[src/ecs_params.svh]
// Constants for the error code and setting sync block
`ifndef ECS_PARAMS_SVH
`define ECS_PARAMS_SVH

`define ECS_ADDR_GATE     16'h06d5
`define ECS_ADDR_SAMPLE   16'h06d6
`define ECS_ADDR_POSCHG   16'h06d7
`define ECS_ERR_OFFSET    16'h03e8
`define ECS_ERR_NONE      16'h0000
`define ECS_ACCESS_CODE   16'h0001
`define ECS_CLR_HOLD      4'h3
`define ECS_FAST_BLINK_NS 100000000
`define ECS_CLK_NS        8
`define ECS_BLINK_CYC     (`ECS_FAST_BLINK_NS / `ECS_CLK_NS)
`define ECS_GATE_MAX      16'h270f
`define ECS_SAMPLE_MAX    16'h270f
`define ECS_POSCHG_MAX    16'h0001

`endif

[src/ecs_pkg.sv]
// Types shared by the error code and setting sync block
package ecs_pkg;
  typedef enum logic [3:0] {
    ECS_IDLE = 4'b0001,
    ECS_LOAD = 4'b0010,
    ECS_SAVE = 4'b0100,
    ECS_WAIT = 4'b1000
  } ecs_state_t;

  // Host side buffer write
  typedef struct packed {
    logic        valid;
    logic [15:0] addr;
    logic [15:0] data;
  } ecs_wr_t;

  // Sync commands to internal store
  typedef struct packed {
    logic load;
    logic save;
  } ecs_sync_t;
endpackage

[src/ecs_blink.sv]
// Fast blink generator for the error indicator
`timescale 1ns/1ps
`default_nettype none
`include "ecs_params.svh"
module ecs_blink #(
  parameter int unsigned HALF_CYC = `ECS_BLINK_CYC
) (
  // Clock and reset
  input  wire logic sys_clk,
  input  wire logic nrst,
  input  wire logic clk_en,
  // Control
  input  wire logic enable,
  output logic      blink
);
  typedef struct packed {
    logic [31:0] cnt;
    logic        lvl;
  } ecs_blink_st_t;

  ecs_blink_st_t st_q;
  ecs_blink_st_t st_d;

  always_comb
  begin
    st_d = st_q;
    if (!enable)
    begin
      st_d.cnt = '0;
      st_d.lvl = 1'b0;
    end
    else if (st_q.cnt >= HALF_CYC - 1)
    begin
      st_d.cnt = '0;
      st_d.lvl = ~st_q.lvl;
    end
    else
    begin
      st_d.cnt = 32'(st_q.cnt + 32'h1);
    end
  end

  always_ff @(posedge sys_clk or negedge nrst)
  begin
    if (!nrst)
      st_q <= '0;
    else if (clk_en)
      st_q <= st_d;
  end

  assign blink = st_q.lvl;
endmodule
`default_nettype wire

[src/ecs_top.sv]
// Error code latch, indicator and setting sync control
`timescale 1ns/1ps
`default_nettype none
`include "ecs_params.svh"
module ecs_top #(
  parameter int unsigned BLINK_HALF = `ECS_BLINK_CYC
) (
  // Clock and reset
  input  wire logic           sys_clk,
  input  wire logic           nrst,
  input  wire logic           clk_en,
  // Host state
  input  wire logic           host_reset,
  input  wire logic           host_stopped,
  input  wire logic           power_ok,
  input  wire logic           error_clear_request,
  // Error events
  input  wire logic           err_valid,
  input  wire logic [15:0]    err_code,
  input  wire logic           access_err,
  // Host buffer writes and rewrite request
  input  wire ecs_pkg::ecs_wr_t buf_wr,
  input  wire logic           init_write_done,
  input  wire logic           rewrite_req,
  input  wire logic           store_done,
  // Outputs
  output logic [15:0]         err_code_word,
  output logic                err_flag,
  output logic                err_led,
  output ecs_pkg::ecs_sync_t  sync_cmd,
  output logic                busy
);
  import ecs_pkg::*;

  typedef struct packed {
    ecs_state_t  state;
    logic [15:0] code;
    logic        flag;
    logic        acc;
    logic [3:0]  clr_cnt;
    logic        host_rst_prev;
    logic        init_pend;
    logic [15:0] bad_addr;
    logic        bad;
    ecs_sync_t   cmd;
    logic        led;
    logic        busy;
  } ecs_st_t;

  ecs_st_t st_q;
  ecs_st_t st_d;
  logic        blink;
  logic        chk_bad;
  logic        clr_held;
  logic        clr_any;
  logic        host_leave;
  logic        range_hit;
  logic [15:0] range_code;
  logic        load_trig;
  logic        wait_exit;

  ecs_blink #(
    .HALF_CYC (BLINK_HALF)
  ) u_blink (
    .sys_clk (sys_clk),
    .nrst    (nrst),
    .clk_en  (clk_en),
    .enable  (st_q.acc),
    .blink   (blink)
  );

  // Range check on the guarded setting words
  always_comb
  begin
    chk_bad = 1'b0;
    if (buf_wr.valid)
    begin
      unique case (buf_wr.addr)
        `ECS_ADDR_GATE:   chk_bad = (buf_wr.data > `ECS_GATE_MAX);
        `ECS_ADDR_SAMPLE: chk_bad = (buf_wr.data > `ECS_SAMPLE_MAX);
        `ECS_ADDR_POSCHG: chk_bad = (buf_wr.data > `ECS_POSCHG_MAX);
        default:          chk_bad = 1'b0;
      endcase
    end
  end

  // Qualified triggers shared by the state update
  always_comb
  begin
    // Counter saturated and request still held
    clr_held = 1'b0;
    if (error_clear_request && (st_q.clr_cnt == `ECS_CLR_HOLD))
      clr_held = 1'b1;

    // Any of the three clearing causes
    clr_any = clr_held || host_reset || !power_ok;

    // Falling edge of the host reset level
    host_leave = st_q.host_rst_prev && !host_reset;

    // Pending bad word, or one with the completion strobe
    range_hit = init_write_done && (st_q.bad || chk_bad);

    // First bad address since last completion wins
    if (st_q.bad)
      range_code = 16'(st_q.bad_addr + `ECS_ERR_OFFSET);
    else
      range_code = 16'(buf_wr.addr + `ECS_ERR_OFFSET);

    // Copy out after power-on or stopped-host reset
    load_trig = st_q.init_pend || (host_reset && host_stopped);

    // Leave the wait only with the host out of reset
    wait_exit = store_done && !host_reset;
  end

  always_comb
  begin
    st_d = st_q;
    st_d.cmd = '0;
    st_d.host_rst_prev = host_reset;

    // Remember a bad word until initial data write completes
    if (chk_bad && !st_q.bad)
    begin
      st_d.bad = 1'b1;
      st_d.bad_addr = buf_wr.addr;
    end

    // Level request must be held, single pulse ignored
    if (error_clear_request)
    begin
      if (st_q.clr_cnt != `ECS_CLR_HOLD)
        st_d.clr_cnt = 4'(st_q.clr_cnt + 4'h1);
    end
    else
      st_d.clr_cnt = '0;

    // Code stays put unless a clear qualifies
    if (clr_any)
      st_d.code = `ECS_ERR_NONE;
    if (host_leave)
    begin
      st_d.flag = 1'b0;
      st_d.acc  = 1'b0;
    end

    if (access_err)
      st_d.acc = 1'b1;

    // New error wins over clears in the same cycle
    if (range_hit)
    begin
      st_d.code = range_code;
      st_d.flag = 1'b1;
      st_d.bad  = 1'b0;
    end
    else if (init_write_done)
      st_d.bad = 1'b0;
    if (err_valid)
    begin
      st_d.code = err_code;
      st_d.flag = 1'b1;
    end
    if (access_err)
    begin
      st_d.code = `ECS_ACCESS_CODE;
      st_d.flag = 1'b1;
    end

    // Sync sequencer: one command pulse, then wait for the store
    unique case (st_q.state)
      ECS_IDLE:
      begin
        if (load_trig)
        begin
          st_d.state = ECS_LOAD;
          st_d.init_pend = 1'b0;
        end
        else if (rewrite_req)
          st_d.state = ECS_SAVE;
      end
      ECS_LOAD:
      begin
        st_d.cmd.load = 1'b1;
        st_d.state = ECS_WAIT;
      end
      ECS_SAVE:
      begin
        st_d.cmd.save = 1'b1;
        st_d.state = ECS_WAIT;
      end
      ECS_WAIT:
      begin
        if (wait_exit)
          st_d.state = ECS_IDLE;
      end
      default: st_d.state = ECS_IDLE;
    endcase

    // Registered so the port comes from a flip-flop
    st_d.busy = (st_d.state != ECS_IDLE);
    st_d.led = st_q.acc ? blink : st_q.flag;
  end

  always_ff @(posedge sys_clk or negedge nrst)
  begin
    if (!nrst)
    begin
      // Power-on: code zero, copy-out pending
      st_q <= '0;
      st_q.state <= ECS_IDLE;
      st_q.code <= `ECS_ERR_NONE;
      st_q.init_pend <= 1'b1;
    end
    else if (clk_en)
      st_q <= st_d;
  end

  assign err_code_word = st_q.code;
  assign err_flag      = st_q.flag;
  assign err_led       = st_q.led;
  assign sync_cmd      = st_q.cmd;
  assign busy          = st_q.busy;
endmodule
`default_nettype wire

[config.mk]
export PLATFORM = sky130hd
export DESIGN_NAME = ecs_top
export DESIGN_NICKNAME = d
export VERILOG_FILES = /design/src/ecs_pkg.sv /design/src/ecs_blink.sv /design/src/ecs_top.sv
export VERILOG_INCLUDE_DIRS = /design/src
export SDC_FILE = /design/constraint.sdc
export NUM_CORES = 1
export LEC_CHECK = 0
export ABC_AREA = 0
export BUFFER_PORTS_ARGS = -buffer_cell sky130_fd_sc_hd__buf_2
export CAP_MARGIN = 20
export CORE_UTILIZATION = 32
export DETAILED_ROUTE_END_ITERATION = 6
export GPL_TIMING_DRIVEN = 0
export SLEW_MARGIN = 30
export SYNTH_ARGS = -nofsm -noshare
export SYNTH_HDL_FRONTEND = slang
export SYNTH_SLANG_ARGS = --single-unit
[constraint.sdc]
create_clock -name sys_clk -period 3.8 [get_ports sys_clk]
set_clock_uncertainty 0.1 [all_clocks]
set_input_delay 0.57 -clock sys_clk [delete_from_list [all_inputs] [get_ports sys_clk]]
set_output_delay 0.57 -clock sys_clk [all_outputs]
set_load 0.01 [all_outputs]
* Word-level counts from Yosys, hierarchy flattened
Index checks and enable logic that the tools add are counted.
Widths: inputs -> output; s select.
** Storage, ports and cells
- Flip-flop bits (word level) :: 82
- Input bits :: 61
- Output and inout port bits :: 21
- Word-level logic and storage cells :: 87
** Operators by class
- Add/sub/neg operators :: 4
- $lt $le $gt $ge :: 3
- Eq/ne operators :: 12
- Mux-type cells :: 25
- Bitwise gates (word level) :: 1
- Reductions and logical operators :: 27
** Operators with widths (count)
- $mux 17 :: 3
- $eq 16x11->1 const B :: 3
- $mux 33 :: 1
- $add 16x10->16 const B :: 2
- $add 32x1->32 const B :: 1
- $ge 32x24->1 const B :: 1
- $mux 16 :: 2
- $mux 32 :: 1
- $mux 4 :: 5
- $gt 16x1->1 const B :: 1
- $gt 16x14->1 const B :: 1
- $reduce_and 2->1 :: 7
- $pmux 4 s3 :: 1
- $mux 1 :: 10
- $eq 4x2->1 const B :: 2
- $reduce_bool 4->1 :: 2
- $logic_and 1x1->1 :: 6
- $add 4x1->4 const B :: 1
- $eq 4x1->1 const B :: 1
- $eq 4x3->1 const B :: 1
- $eq 4x4->1 const B :: 1
- $logic_or 1x1->1 :: 4
- $ne 2x1->1 const B :: 2
- $ne 4x1->1 const B :: 1
- 9 further kinds :: 12

* Logic depth before layout (Yosys ltp)
Gate-level depths: netlist (run 1).
- Depth in word-level cells :: 9
- Gate-level depth with buffers :: 12
- Gate-level depth less buffers :: 8

* By module
A second synthesis (run 1) with hierarchy kept.
** Second synthesis, totals
- Cells, all modules :: 489
- Area total of the unflattened synthesis :: 4785.8 µm²
** Modules (own cells, without submodules)
- ecs_top :: instances 1, cells an instance 313, area each 3042.9 µm², seq. area each 1228.7 µm²
- ecs_blink :: instances 1, cells an instance 176, area each 1742.9 µm², seq. area each 825.8 µm²

* Worst setup path before layout (run 1)
OpenSTA, ideal clock, no wires.
- Path kind :: reg2reg
- Start point :: reg st_q[4] in the netlist's numbering
- End point :: reg st_q, in the netlist err_code_word[15]
- Setup time :: 132 ps
- Arrival time :: 2873 ps
- Data required time :: 3568 ps
- Path slack :: 696 ps
- Stages on the path, launching flop included :: 13
- Clock period less this slack :: 3104 ps
- Cell sequence :: dfrtp_1 > buf_2 > buf_2 > buf_2 > buf_2 > mux2_2 > ha_1 > nor4b_1 > o22ai_1 > o211ai_1 > xnor2_1 > o21ai_0 > o2bb2ai_1
** Between the ends
- Cells in the longest elaborated chain, start to end :: 5
- Elaborated cells between the ends (all ways) :: 8
- Classes of those cells :: mux (4); reduce/logical (4)
** Ends and longest elaborated chain
- start: declaration :: RTL line ecs_top.sv:50 : ecs_st_t st_q;
- start signal: assignment :: RTL line ecs_top.sv:217 : st_q <= st_d;
- $logic_or 1x1->1 :: RTL line ecs_top.sv:102 : range_hit = init_write_done && (st_q.bad || chk_bad);
- $logic_and 1x1->1 :: RTL line ecs_top.sv:102
- $mux 17 :: RTL line ecs_top.sv:152 : if (range_hit)
- $mux 17 :: RTL line ecs_top.sv:160 : if (err_valid)
- $mux 17 :: RTL line ecs_top.sv:165 : if (access_err)
Several ways; a longest one is shown, not always the timed one.
A chain may end at the register's enable or synchronous reset.

* Worst setup path after layout (run 1)
- Start point :: reg st_q[4] in the netlist's numbering
- End point :: reg st_q, in the netlist err_code_word[11]
The elaborated chain is that of the path after synthesis.

==> summary.md, run 1 <==
| Metric | Value |
|---|---|
| Tmin final | 3.53 ns |
| Clk root buf | clkbuf_16 |
| Area growth syn-to-layout | 20.5% |
| First-pass GRT wire length | 19300 µm |
| Switching Fraction | 0.286 |
| GRT overflow | 0 |
| Initial Utilization | 0.333 |
| Yosys warns | 0 |
| Crit path required time | 3.96 ns |
| Worst setup EP type | flop |
| Power per cell area | 398 mW/mm² |
| Actual slew at the worst max-slew pin | 0.729 ns |
| DR pass1 iterations | 4 |
| Final Cycle Share | 0.929 |
| Leakage power total | 2.58 nW |
| Die area | 0.0151 mm² |
| Synth Net Count | 554 |
| Critical path class | reg2reg |
| CP startpoint kind | flop |
| Final Hold Viols | 0 |
| Largest net degree at the start of global routing | 51 |
| CTS Buf Count | 9 |
| Post-synthesis cell area | 0.00467 mm² |
| Max-cap viol count | 0 |
| Core Area | 0.0140 mm² |
| Core Rows | 43 |
| Syn Inst Count | 490 |
| Post-CTS Hold Fix Bufs | 0 |
| Layout cells sized above 1 | 0.266 |
| NetSw | 0.640 mW |
| Arrival @ worst endpoint | 3.69 ns |
| Hold crit path type | in2async |
| Outcome | completed |
| Post-synth cell types | 64 |
| Total number of vias | 3936 |
| Nets | 645 |
| Top_reg_cell synth | dfrtp_1 |
| Commonest non-fill, non-tap cells in the layout | 83 x buf_2, 80 x dfrtp_1, 52 x nor2_1 |
| Later-pin clock latency in the skew report | 0.34 ns |
| Count of final setup violators | 0 |
| Worst slew margin | 0.507 |
| Worst R2R Setup Slack | 0.27 ns |
| Critical-path maximum fanout | 10 |
| Drt wl/cell | 15.2 µm |
| Maximum VDD drop | 0.149 mV |
| Flops & latches, synth | 82 |
| Setup bufs post-CTS | 0 |
| Vias per cell | 5.14 |
| Clk buf depth | 2 |
| I/O pin cnt | 82 |
| DRC | 0 |
| Initial antenna violation count | 0 |
| EDFF count, synth | 0 |
| Sequential power share | 0.453 |
| Final WL | 11600 µm |
| Unrepaired setup endpoints after global routing | false |
| Seq/Total Area, Yosys | 0.440 |
| Most common cell after layout, fill and taps aside | buf_2 |
| Clock Power Share | 0.374 |
| Fraction of registers with async set/reset | 1.00 |
| Antenna diodes | 0 |
| FF-to-FF Start | st_q[4] |
| DPL Wire Length | 9010 µm |
| Logic pwr share | 0.173 |
| # port buffers | 79 |
| CP Launch Point | st_q[4] |
| Routed Antenna Nets | 0 |
| Hold slack final | 0.00209 ns |
| Syn Area/Cell | 9.54 µm² |
| CTS tree | yes |
| Vias in the first global route | 3828 |
| Clk sinks | 82 |
| Initial detailed-routing violation count | 262 |
| H-Tree Depth | 3 |
| RePlAce Congestion | 0.864 |
| Final max-slew violation count | 0 |
| GRT Resource Usage Total | 0.165 |
| Die X | 123 µm |
| Chip height | 123 µm |
| Setup TNS | 0 ns |
| Internal | 1.60 mW |
| Clk pin slew, worst setup/hold paths | 0.06 ns |
| Fmax achieved | 0.283 GHz |
[state kept, by name (all words and copies together) (netlist names)]
register / cells
st_q: 28
u_blink.st_q: 32
err_flag: 1
u_blink.blink: 1
err_led: 1
busy: 1
err_code_word: 16
sync_cmd: 2
[critical path, cell delays in order, from the launching register on]
cell	delay (ns)
dfrtp_1	0.46
buf_2	0.25
buf_2	0.24
clkbuf_4	0.28
clkbuf_4	0.26
mux2_2	0.35
ha_1	0.25
nor4b_2	0.34
o22ai_2	0.21
a22oi_1	0.22
o221ai_1	0.15
o21ai_0	0.20
o2bb2ai_1	0.14
[Yosys cell counts, drive strengths merged (5+ instances only)]
| library cell | n | area (µm²) |
|---|---|---|
| dfrtp | 80 | 2000 |
| nor2 | 54 | 213 |
| nand2 | 30 | 113 |
| buf | 28 | 193 |
| nand3 | 26 | 130 |
| a21oi | 25 | 125 |
| o21ai | 24 | 124 |
| inv | 21 | 78.8 |
| xor2 | 16 | 140 |
| mux2i | 13 | 130 |
| nor2b | 11 | 68.8 |
| nor3 | 11 | 55.1 |
| nor4 | 11 | 118 |
| mux2 | 10 | 113 |
| xnor2 | 10 | 87.6 |
| nand4 | 9 | 56.3 |
| and3 | 7 | 43.8 |
| o2bb2ai | 7 | 61.3 |
| or2 | 7 | 43.8 |
| a2bb2oi | 6 | 52.6 |
| a31oi | 6 | 37.5 |
| clkbuf | 6 | 22.5 |
| o211ai | 5 | 37.5 |
| o21a | 5 | 37.5 |
[power by group through the flow]
stage / Sequential [mW] / Clock, mW / Combinational, mW
2_1_floorplan: 1.02 / 0 / 0.244
3_3_place_gp: 1.03 / 0 / 0.379
3_5_place_dp: 1.03 / 0 / 0.391
4_1_cts: 1.02 / 0.854 / 0.392
5_1_grt: 1.03 / 0.892 / 0.435
6_report: 1.02 / 0.837 / 0.388
[logic make-up (layout without fill, tap and decap cells)]
family / count (synthesis) / after routing / share of synthesized area
buf+inv: 55 / 151 / 0.0629
xor+xnor: 26 / 26 / 0.0487
fa+ha+maj: 3 / 3 / 0.00803
compound gates: 108 / 108 / 0.161
mux: 23 / 23 / 0.0519
simple gates: 193 / 193 / 0.228
flops: 82 / 82 / 0.440
[per-stage QoR]
| step | util | power, mW | setup slack (ns) | instance area, µm² | cells |
|---|---|---|---|---|---|
| after floorplan | - | 1.26 | 0.696 | 4670 | 490 |
| after global placement | 0.377 | 1.41 | 0.128 | 5290 | 749 |
| after detailed placement | 0.379 | 1.42 | 0.0987 | 5330 | 750 |
| after CTS | 0.400 | 2.26 | 0.0757 | 5620 | 766 |
| after global routing | 0.401 | 2.36 | 0.0423 | 5630 | 766 |
| final | 0.401 | 2.24 | 0.270 | 5630 | 766 |
[worst paths after layout]
path | cells after the start | to
min in group sys_clk | 1 | busy
max in group asynchronous | 2 | st_q[21]
hold reg to reg | 1 | busy
hold / removal | 1 | st_q[7]
setup reg to reg | 12 | err_code_word[11]
setup / recovery | 12 | err_code_word[11]
[routing by layer]
layer	wire length (µm)	GRT usage	share of wire	up-vias
met5	0	0	0	-
met4	338	0.0800	0.029	0
met3	483	0.0223	0.042	24
met2	5280	0.249	0.45	97
met1	5530	0.233	0.48	1879
li1	-	-	-	1936
[layout make-up]
| cell class | instances | area [µm²] |
|---|---|---|
| plain buffers | 34 | 220 |
| clock buffers | 10 | 239 |
| clock inverters | 6 | 48.8 |
| fillers | 1394 | 8410 |
| inverters | 21 | 78.8 |
| multi-input cells | 353 | 2340 |
| flip-flops and latches | 82 | 2050 |
| well taps | 180 | 225 |
| repair buffers | 80 | 429 |
[timing repair]
item,4_1_cts,5_1_grt
endpoints found under the setup margin,0,4
endpoints found under the hold margin,0,0
resized for setup,0,4
Power figures use the tool's default switching activity.
==> run 2: changes to the inputs <==
--- a/config.mk
+++ b/config.mk
@@ -9,9 +9,13 @@
 export ABC_AREA = 0
 export BUFFER_PORTS_ARGS = -buffer_cell sky130_fd_sc_hd__buf_2
 export CAP_MARGIN = 20
+export CELL_PAD_IN_SITES_DETAIL_PLACEMENT = 1
+export CELL_PAD_IN_SITES_GLOBAL_PLACEMENT = 1
 export CORE_UTILIZATION = 32
+export CTS_CLUSTER_SIZE = 20
 export DETAILED_ROUTE_END_ITERATION = 6
 export GPL_TIMING_DRIVEN = 0
+export PLACE_DENSITY_LB_ADDON = 0.1
 export SLEW_MARGIN = 30
 export SYNTH_ARGS = -nofsm -noshare
 export SYNTH_HDL_FRONTEND = slang
==> summary.md, run 2 (synthesis results as in run 1) <==
| Metric | Value |
|---|---|
| Vias in the first global route | 4095 (+7.0%) |
| Final Util | 0.404 (+0.00294) |
| First-pass GRT wire length | 21500 µm (+12%) |
| Leakage power total | 2.59 nW (+0.38%) |
| Most common cell after layout, fill and taps aside | buf_2 |
| Vias per cell | 5.12 (-0.36%) |
| Final Cycle Share | 0.919 (-0.00964) |
| Worst R2R Setup Slack | 0.31 ns (+0.04 ns) |
| DPL Wire Length | 9780 µm (+8.5%) |
| Clock Power Share | 0.402 (+0.028) |
| Area growth syn-to-layout | 21.4% |
| Outcome | completed |
| DR pass1 iterations | 4 (unchanged) |
| Nets | 646 (+0.16%) |
| Final Hold Viols | 0 (unchanged) |
| Internal | 1.71 mW (+7.0%) |
| Inst Count DP | 750 (unchanged) |
| Worst Hold Depth | 1 |
| Setup TNS | 0 ns (unchanged) |
| Core Rows | 43 (unchanged) |
| Die area | 0.0151 mm² (unchanged) |
| Initial Utilization | 0.333 (unchanged) |
| Actual slew at the worst max-slew pin | 0.751 ns (+0.0221 ns) |
| Arrival @ worst endpoint | 3.67 ns (-0.02 ns) |
| Drt wl/cell | 17.0 µm (+12%) |
| NetSw | 0.654 mW (+2.1%) |
| Antenna diodes | 0 (unchanged) |
| Final WL | 13100 µm (+12%) |
| Initial detailed-routing violation count | 206 (-21%) |
| CP Launch Point | st_q[4] |
| RePlAce Congestion | 0.795 (-7.9%) |
| Clk pin slew, worst setup/hold paths | 0.06 ns (about the same) |
| GRT overflow | 0 (unchanged) |
| # port buffers | 79 (unchanged) |
| H-Tree Depth | 3 (unchanged) |
| Initial antenna violation count | 0 (unchanged) |
| Clk buf depth | 2 (unchanged) |
| Core Area | 0.0140 mm² (unchanged) |
| CTS Buf Count | 9 (unchanged) |
| Largest register by flop count | u_blink.st_q |
| Layout cells sized above 1 | 0.264 (-0.00216) |
| R2r worst-path depth | 12 (unchanged) |
| GRT Resource Usage Total | 0.189 (+0.0233) |
| Crit path required time | 3.98 ns (+0.02 ns) |
| Switching Fraction | 0.276 (-0.00950) |
| Worst setup EP type | flop |
| Commonest non-fill, non-tap cells in the layout | 83 x buf_2, 80 x dfrtp_1, 52 x nor2_1 |
| DRC | 0 (unchanged) |
| Max reg flops | 32 (unchanged) |
| R2r endpoint | err_code_word[11] |
| Final max-slew violation count | 0 (unchanged) |
| Die X | 123 µm (unchanged) |
| Maximum VDD drop | 0.193 mV (+29%) |
| Chip height | 123 µm (unchanged) |
| Final std cell area, no fill | 0.00567 mm² (+0.73%) |
| Hold crit path type | reg2reg |
| Routed Antenna Nets | 0 (unchanged) |
| FF-to-FF Start | st_q[4] |
| CTS tree | yes |
| Max-cap viol count | 0 (unchanged) |
| Worst slew margin | 0.495 (-0.0121) |
| Post-DP Area | 0.00533 mm² (unchanged) |
| Filler-free cell count of the finished design | 767 (+0.13%) |
| Setup bufs post-CTS | 0 (unchanged) |
| Total number of vias | 3927 (-0.23%) |
| Design Power | 2.37 mW (+5.6%) |
| Fmax achieved | 0.286 GHz (+1.0%) |
| Clk sinks | 82 (unchanged) |
| Later-pin clock latency in the skew report | 0.35 ns (about the same) |
| Hold path endpoint | busy |
| Tmin final | 3.49 ns (-0.0366 ns) |
| CP startpoint kind | flop |
| Critical hold path startpoint | busy |
| I/O pin cnt | 82 (unchanged) |
| Largest net degree at the start of global routing | 67 (+31%) |
| Critical path class | reg2reg |
| Critical-path maximum fanout | 10 (unchanged) |
| Logic pwr share | 0.168 (-0.005) |
| Clk root buf | clkbuf_16 |
| Unrepaired setup endpoints after global routing | false |
| Sequential power share | 0.430 (-0.023) |
| Power per cell area | 417 mW/mm² (+4.9%) |
| Count of final setup violators | 0 (unchanged) |
run 2: repair_timing:
action	4_1_cts	5_1_grt
endpoints found under the hold margin	16	0
setup endpoints to repair	0	4
hold buffers	1	0
gates resized for setup	0	5
run 2: power groups by stage:
stage               registers, mW  logic [mW]  clock network, mW
floorplan                    1.02       0.244                  0
global placement             1.03       0.385                  0
detailed placement           1.03       0.398                  0
CTS                          1.02       0.403              0.979
global route                 1.03       0.447               1.01
finish                       1.02       0.396              0.952
run 2: per-stage QoR:
stage / hold slack [ns] / setup WS (ns)
after global routing: 0.389 / 0.0269
after floorplan: 0.174 / 0.696
after detailed placement: 0.322 / 0.0793
after global placement: 0.357 / 0.0826
after CTS: 0.377 / 0.0503
final: 0.372 / 0.307
run 2: worst max-delay path, stage by stage (launching register included):
cell and delay (ns):
dfrtp_1 0.43, buf_2 0.24, buf_2 0.25, buf_4 0.25, clkbuf_4 0.28, mux2_2 0.37, ha_1 0.25, nor4b_2 0.28
o22ai_1 0.25, a22oi_1 0.21, o221ai_1 0.13, o21ai_0 0.22, o2bb2ai_1 0.14
run 2: layout make-up:
type                    instances  area (µm²)
fillers                      1634        8370
inverters                      21        78.8
multi-input cells             353        2340
clock buffers                  10         229
clock inverters                 6        90.1
well taps                     180         225
plain buffers                  34         220
flip-flops and latches         82        2050
repair buffers                 81         439
run 2: worst max-delay path by stage:
stage	endpoint	slack [ns]	cells past startpoint
floorplan	err_code_word[15]	0.70	12
global placement	err_code_word[11]	0.08	12
detailed placement	err_code_word[11]	0.08	12
CTS	err_code_word[11]	0.05	12
global route	err_code_word[11]	0.03	12
finish	err_code_word[11]	0.31	12
run 2: per-layer routing:
| layer | vias up | global-route usage | share of wire |
|---|---|---|---|
| li1 | 1939 | - | - |
| met1 | 1925 | 0.264 | 0.50 |
| met2 | 54 | 0.296 | 0.46 |
| met3 | 9 | 0.0414 | 0.030 |
| met4 | 0 | 0.0412 | 0.0093 |
| met5 | - | 0 | 0 |
==> run 3: changes to the inputs <==
--- a/config.mk
+++ b/config.mk
@@ -11,7 +11,7 @@
 export CAP_MARGIN = 20
 export CELL_PAD_IN_SITES_DETAIL_PLACEMENT = 1
 export CELL_PAD_IN_SITES_GLOBAL_PLACEMENT = 1
-export CORE_UTILIZATION = 32
+export CORE_UTILIZATION = 43
 export CTS_CLUSTER_SIZE = 20
 export DETAILED_ROUTE_END_ITERATION = 6
 export GPL_TIMING_DRIVEN = 0
==> summary.md, run 3 (synthesis results as in run 1) <==
| Metric | Value |
|---|---|
| Final Cycle Share | 0.928 (+0.00929) |
| Die X | 106 µm (-14%) |
| Max reg flops | 32 (unchanged) |
| Largest net degree at the start of global routing | 53 (-21%) |
| Arrival @ worst endpoint | 3.67 ns (about the same) |
| GRT overflow | 0 (unchanged) |
| Worst slew margin | 0.547 (+0.0519) |
| Critical path class | reg2reg |
| Count of final setup violators | 0 (unchanged) |
| Leakage power total | 2.53 nW (-2.3%) |
| Clk buf depth | 2 (unchanged) |
| Commonest non-fill, non-tap cells in the layout | 83 x buf_2, 80 x dfrtp_1, 52 x nor2_1 |
| Antenna diodes | 0 (unchanged) |
| DPL Wire Length | 9410 µm (-3.7%) |
| Setup bufs post-CTS | 0 (unchanged) |
| DR pass1 iterations | 4 (unchanged) |
| Vias per cell | 5.47 (+6.8%) |
| CP startpoint kind | flop |
| I/O pin cnt | 82 (unchanged) |
| Most common cell after layout, fill and taps aside | buf_2 |
| Layout cells sized above 1 | 0.266 (+0.00170) |
| Fmax achieved | 0.283 GHz (-1.0%) |
| Tmin final | 3.53 ns (+0.0353 ns) |
| Outcome | completed |
| Fillers | 1216 (-26%) |
| Final WL | 12500 µm (-4.6%) |
| Final Hold Viols | 0 (unchanged) |
| Design Power | 2.10 mW (-11%) |
| Area growth syn-to-layout | 18.0% |
| Drt wl/cell | 17.3 µm (+1.2%) |
| Clk root buf | clkbuf_8 |
| H-Tree Depth | 3 (unchanged) |
| Crit path required time | 3.94 ns (-0.04 ns) |
| Die area | 0.0113 mm² (-25%) |
| Post-DP Area | 0.00527 mm² (-1.0%) |
| Later-pin clock latency in the skew report | 0.37 ns (+0.02 ns) |
| Nets | 646 (unchanged) |
| Worst setup EP type | flop |
| Largest register by flop count | u_blink.st_q |
| Actual slew at the worst max-slew pin | 0.674 ns (-0.0773 ns) |
| Routed Antenna Nets | 0 (unchanged) |
| RePlAce Congestion | 0.824 (+3.5%) |
| CTS tree | yes |
| Final std cell area, no fill | 0.00551 mm² (-2.8%) |
| Power per cell area | 380 mW/mm² (-8.8%) |
| First-pass GRT wire length | 20800 µm (-3.6%) |
| Maximum VDD drop | 0.298 mV (+54%) |
| GRT Resource Usage Total | 0.237 (+0.0478) |
| Initial antenna violation count | 0 (unchanged) |
| Vias in the first global route | 4066 (-0.71%) |
| DRC | 0 (unchanged) |
| # port buffers | 79 (unchanged) |
| Initial detailed-routing violation count | 194 (-5.8%) |
| Max-cap viol count | 0 (unchanged) |
| Core Rows | 37 (-14%) |
| Clk sinks | 82 (unchanged) |
| CTS Buf Count | 9 (unchanged) |
| Clk pin slew, worst setup/hold paths | 0.08 ns (+0.02 ns) |
| Core Area | 0.0104 mm² (-26%) |
| Final max-slew violation count | 0 (unchanged) |
| Hold crit path type | in2reg |
| Initial Utilization | 0.449 (+0.116) |
| Critical-path maximum fanout | 10 (unchanged) |
| Chip height | 106 µm (-14%) |
| Total number of vias | 3955 (+0.71%) |
[run 3: through the flow]
stage	instances	hold slack (ns)	worst slack (ns)	util	setup TNS [ns]
after CTS	723	0.341	0.0278	0.528	0
after detailed placement	706	0.363	0.0520	0.506	0
after floorplan	490	0.174	0.696	-	0
after global routing	723	0.359	-0.0109	0.529	-0.0109
final	723	0.358	0.272	0.529	0
after global placement	705	0.357	0.168	0.503	0
[run 3: area by class of cell]
type | count | area, µm² | share of cell area
flip-flops and latches | 82 | 2050 | 0.373
plain buffers | 34 | 220 | 0.0399
clock buffers | 11 | 151 | 0.0275
clock inverters | 5 | 61.3 | 0.0111
repair buffers | 81 | 439 | 0.0797
inverters | 21 | 78.8 | 0.0143
well taps | 136 | 170 | 0.0309
multi-input cells | 353 | 2340 | 0.424
[run 3: worst paths after layout]
path / start / to / slack, ns / depth (start not counted)
setup / recovery: st_q[4] / err_code_word[15] / 0.27 / 12
hold / removal: init_write_done / st_q[4] / 0.36 / 2
setup reg to reg: st_q[4] / err_code_word[15] / 0.27 / 12
hold reg to reg: busy / busy / 0.38 / 1
max in group asynchronous: nrst / st_q[21] / 2.45 / 3
min in group asynchronous: nrst / u_blink.st_q[13] / 0.55 / 2
[run 3: what timing repair did]
item	CTS	global route
endpoints found under the hold margin	30	0
setup endpoints to repair	0	3
hold buffers	1	0
resized for setup	0	5
[run 3: power breakdown]
part	leakage (nW)	internal, mW	switching [mW]	total [mW]
Combinational	1.35	0.182	0.211	0.393
Sequential	1.08	0.949	0.0672	1.02
Clock	0.0982	0.342	0.344	0.686
[run 3: per-layer routing]
layer  track usage  wire length [µm]  vias to the layer above
met5             0                 0                        -
met4        0.0724               181                        0
met3        0.0399               413                       15
met2         0.365              5680                       73
met1         0.339              6190                     1936
li1              -                 -                     1931
[run 3: critical path, cell delays in order, from the launching register on]
cell       delay [ns]
dfrtp_1          0.45
buf_2            0.25
buf_2            0.24
clkbuf_4         0.28
clkbuf_4         0.26
mux2_2           0.37
ha_1             0.25
nor4b_2          0.30
o22ai_1          0.25
o211ai_1         0.26
xnor2_1          0.14
o21ai_0          0.12
o2bb2ai_1        0.14
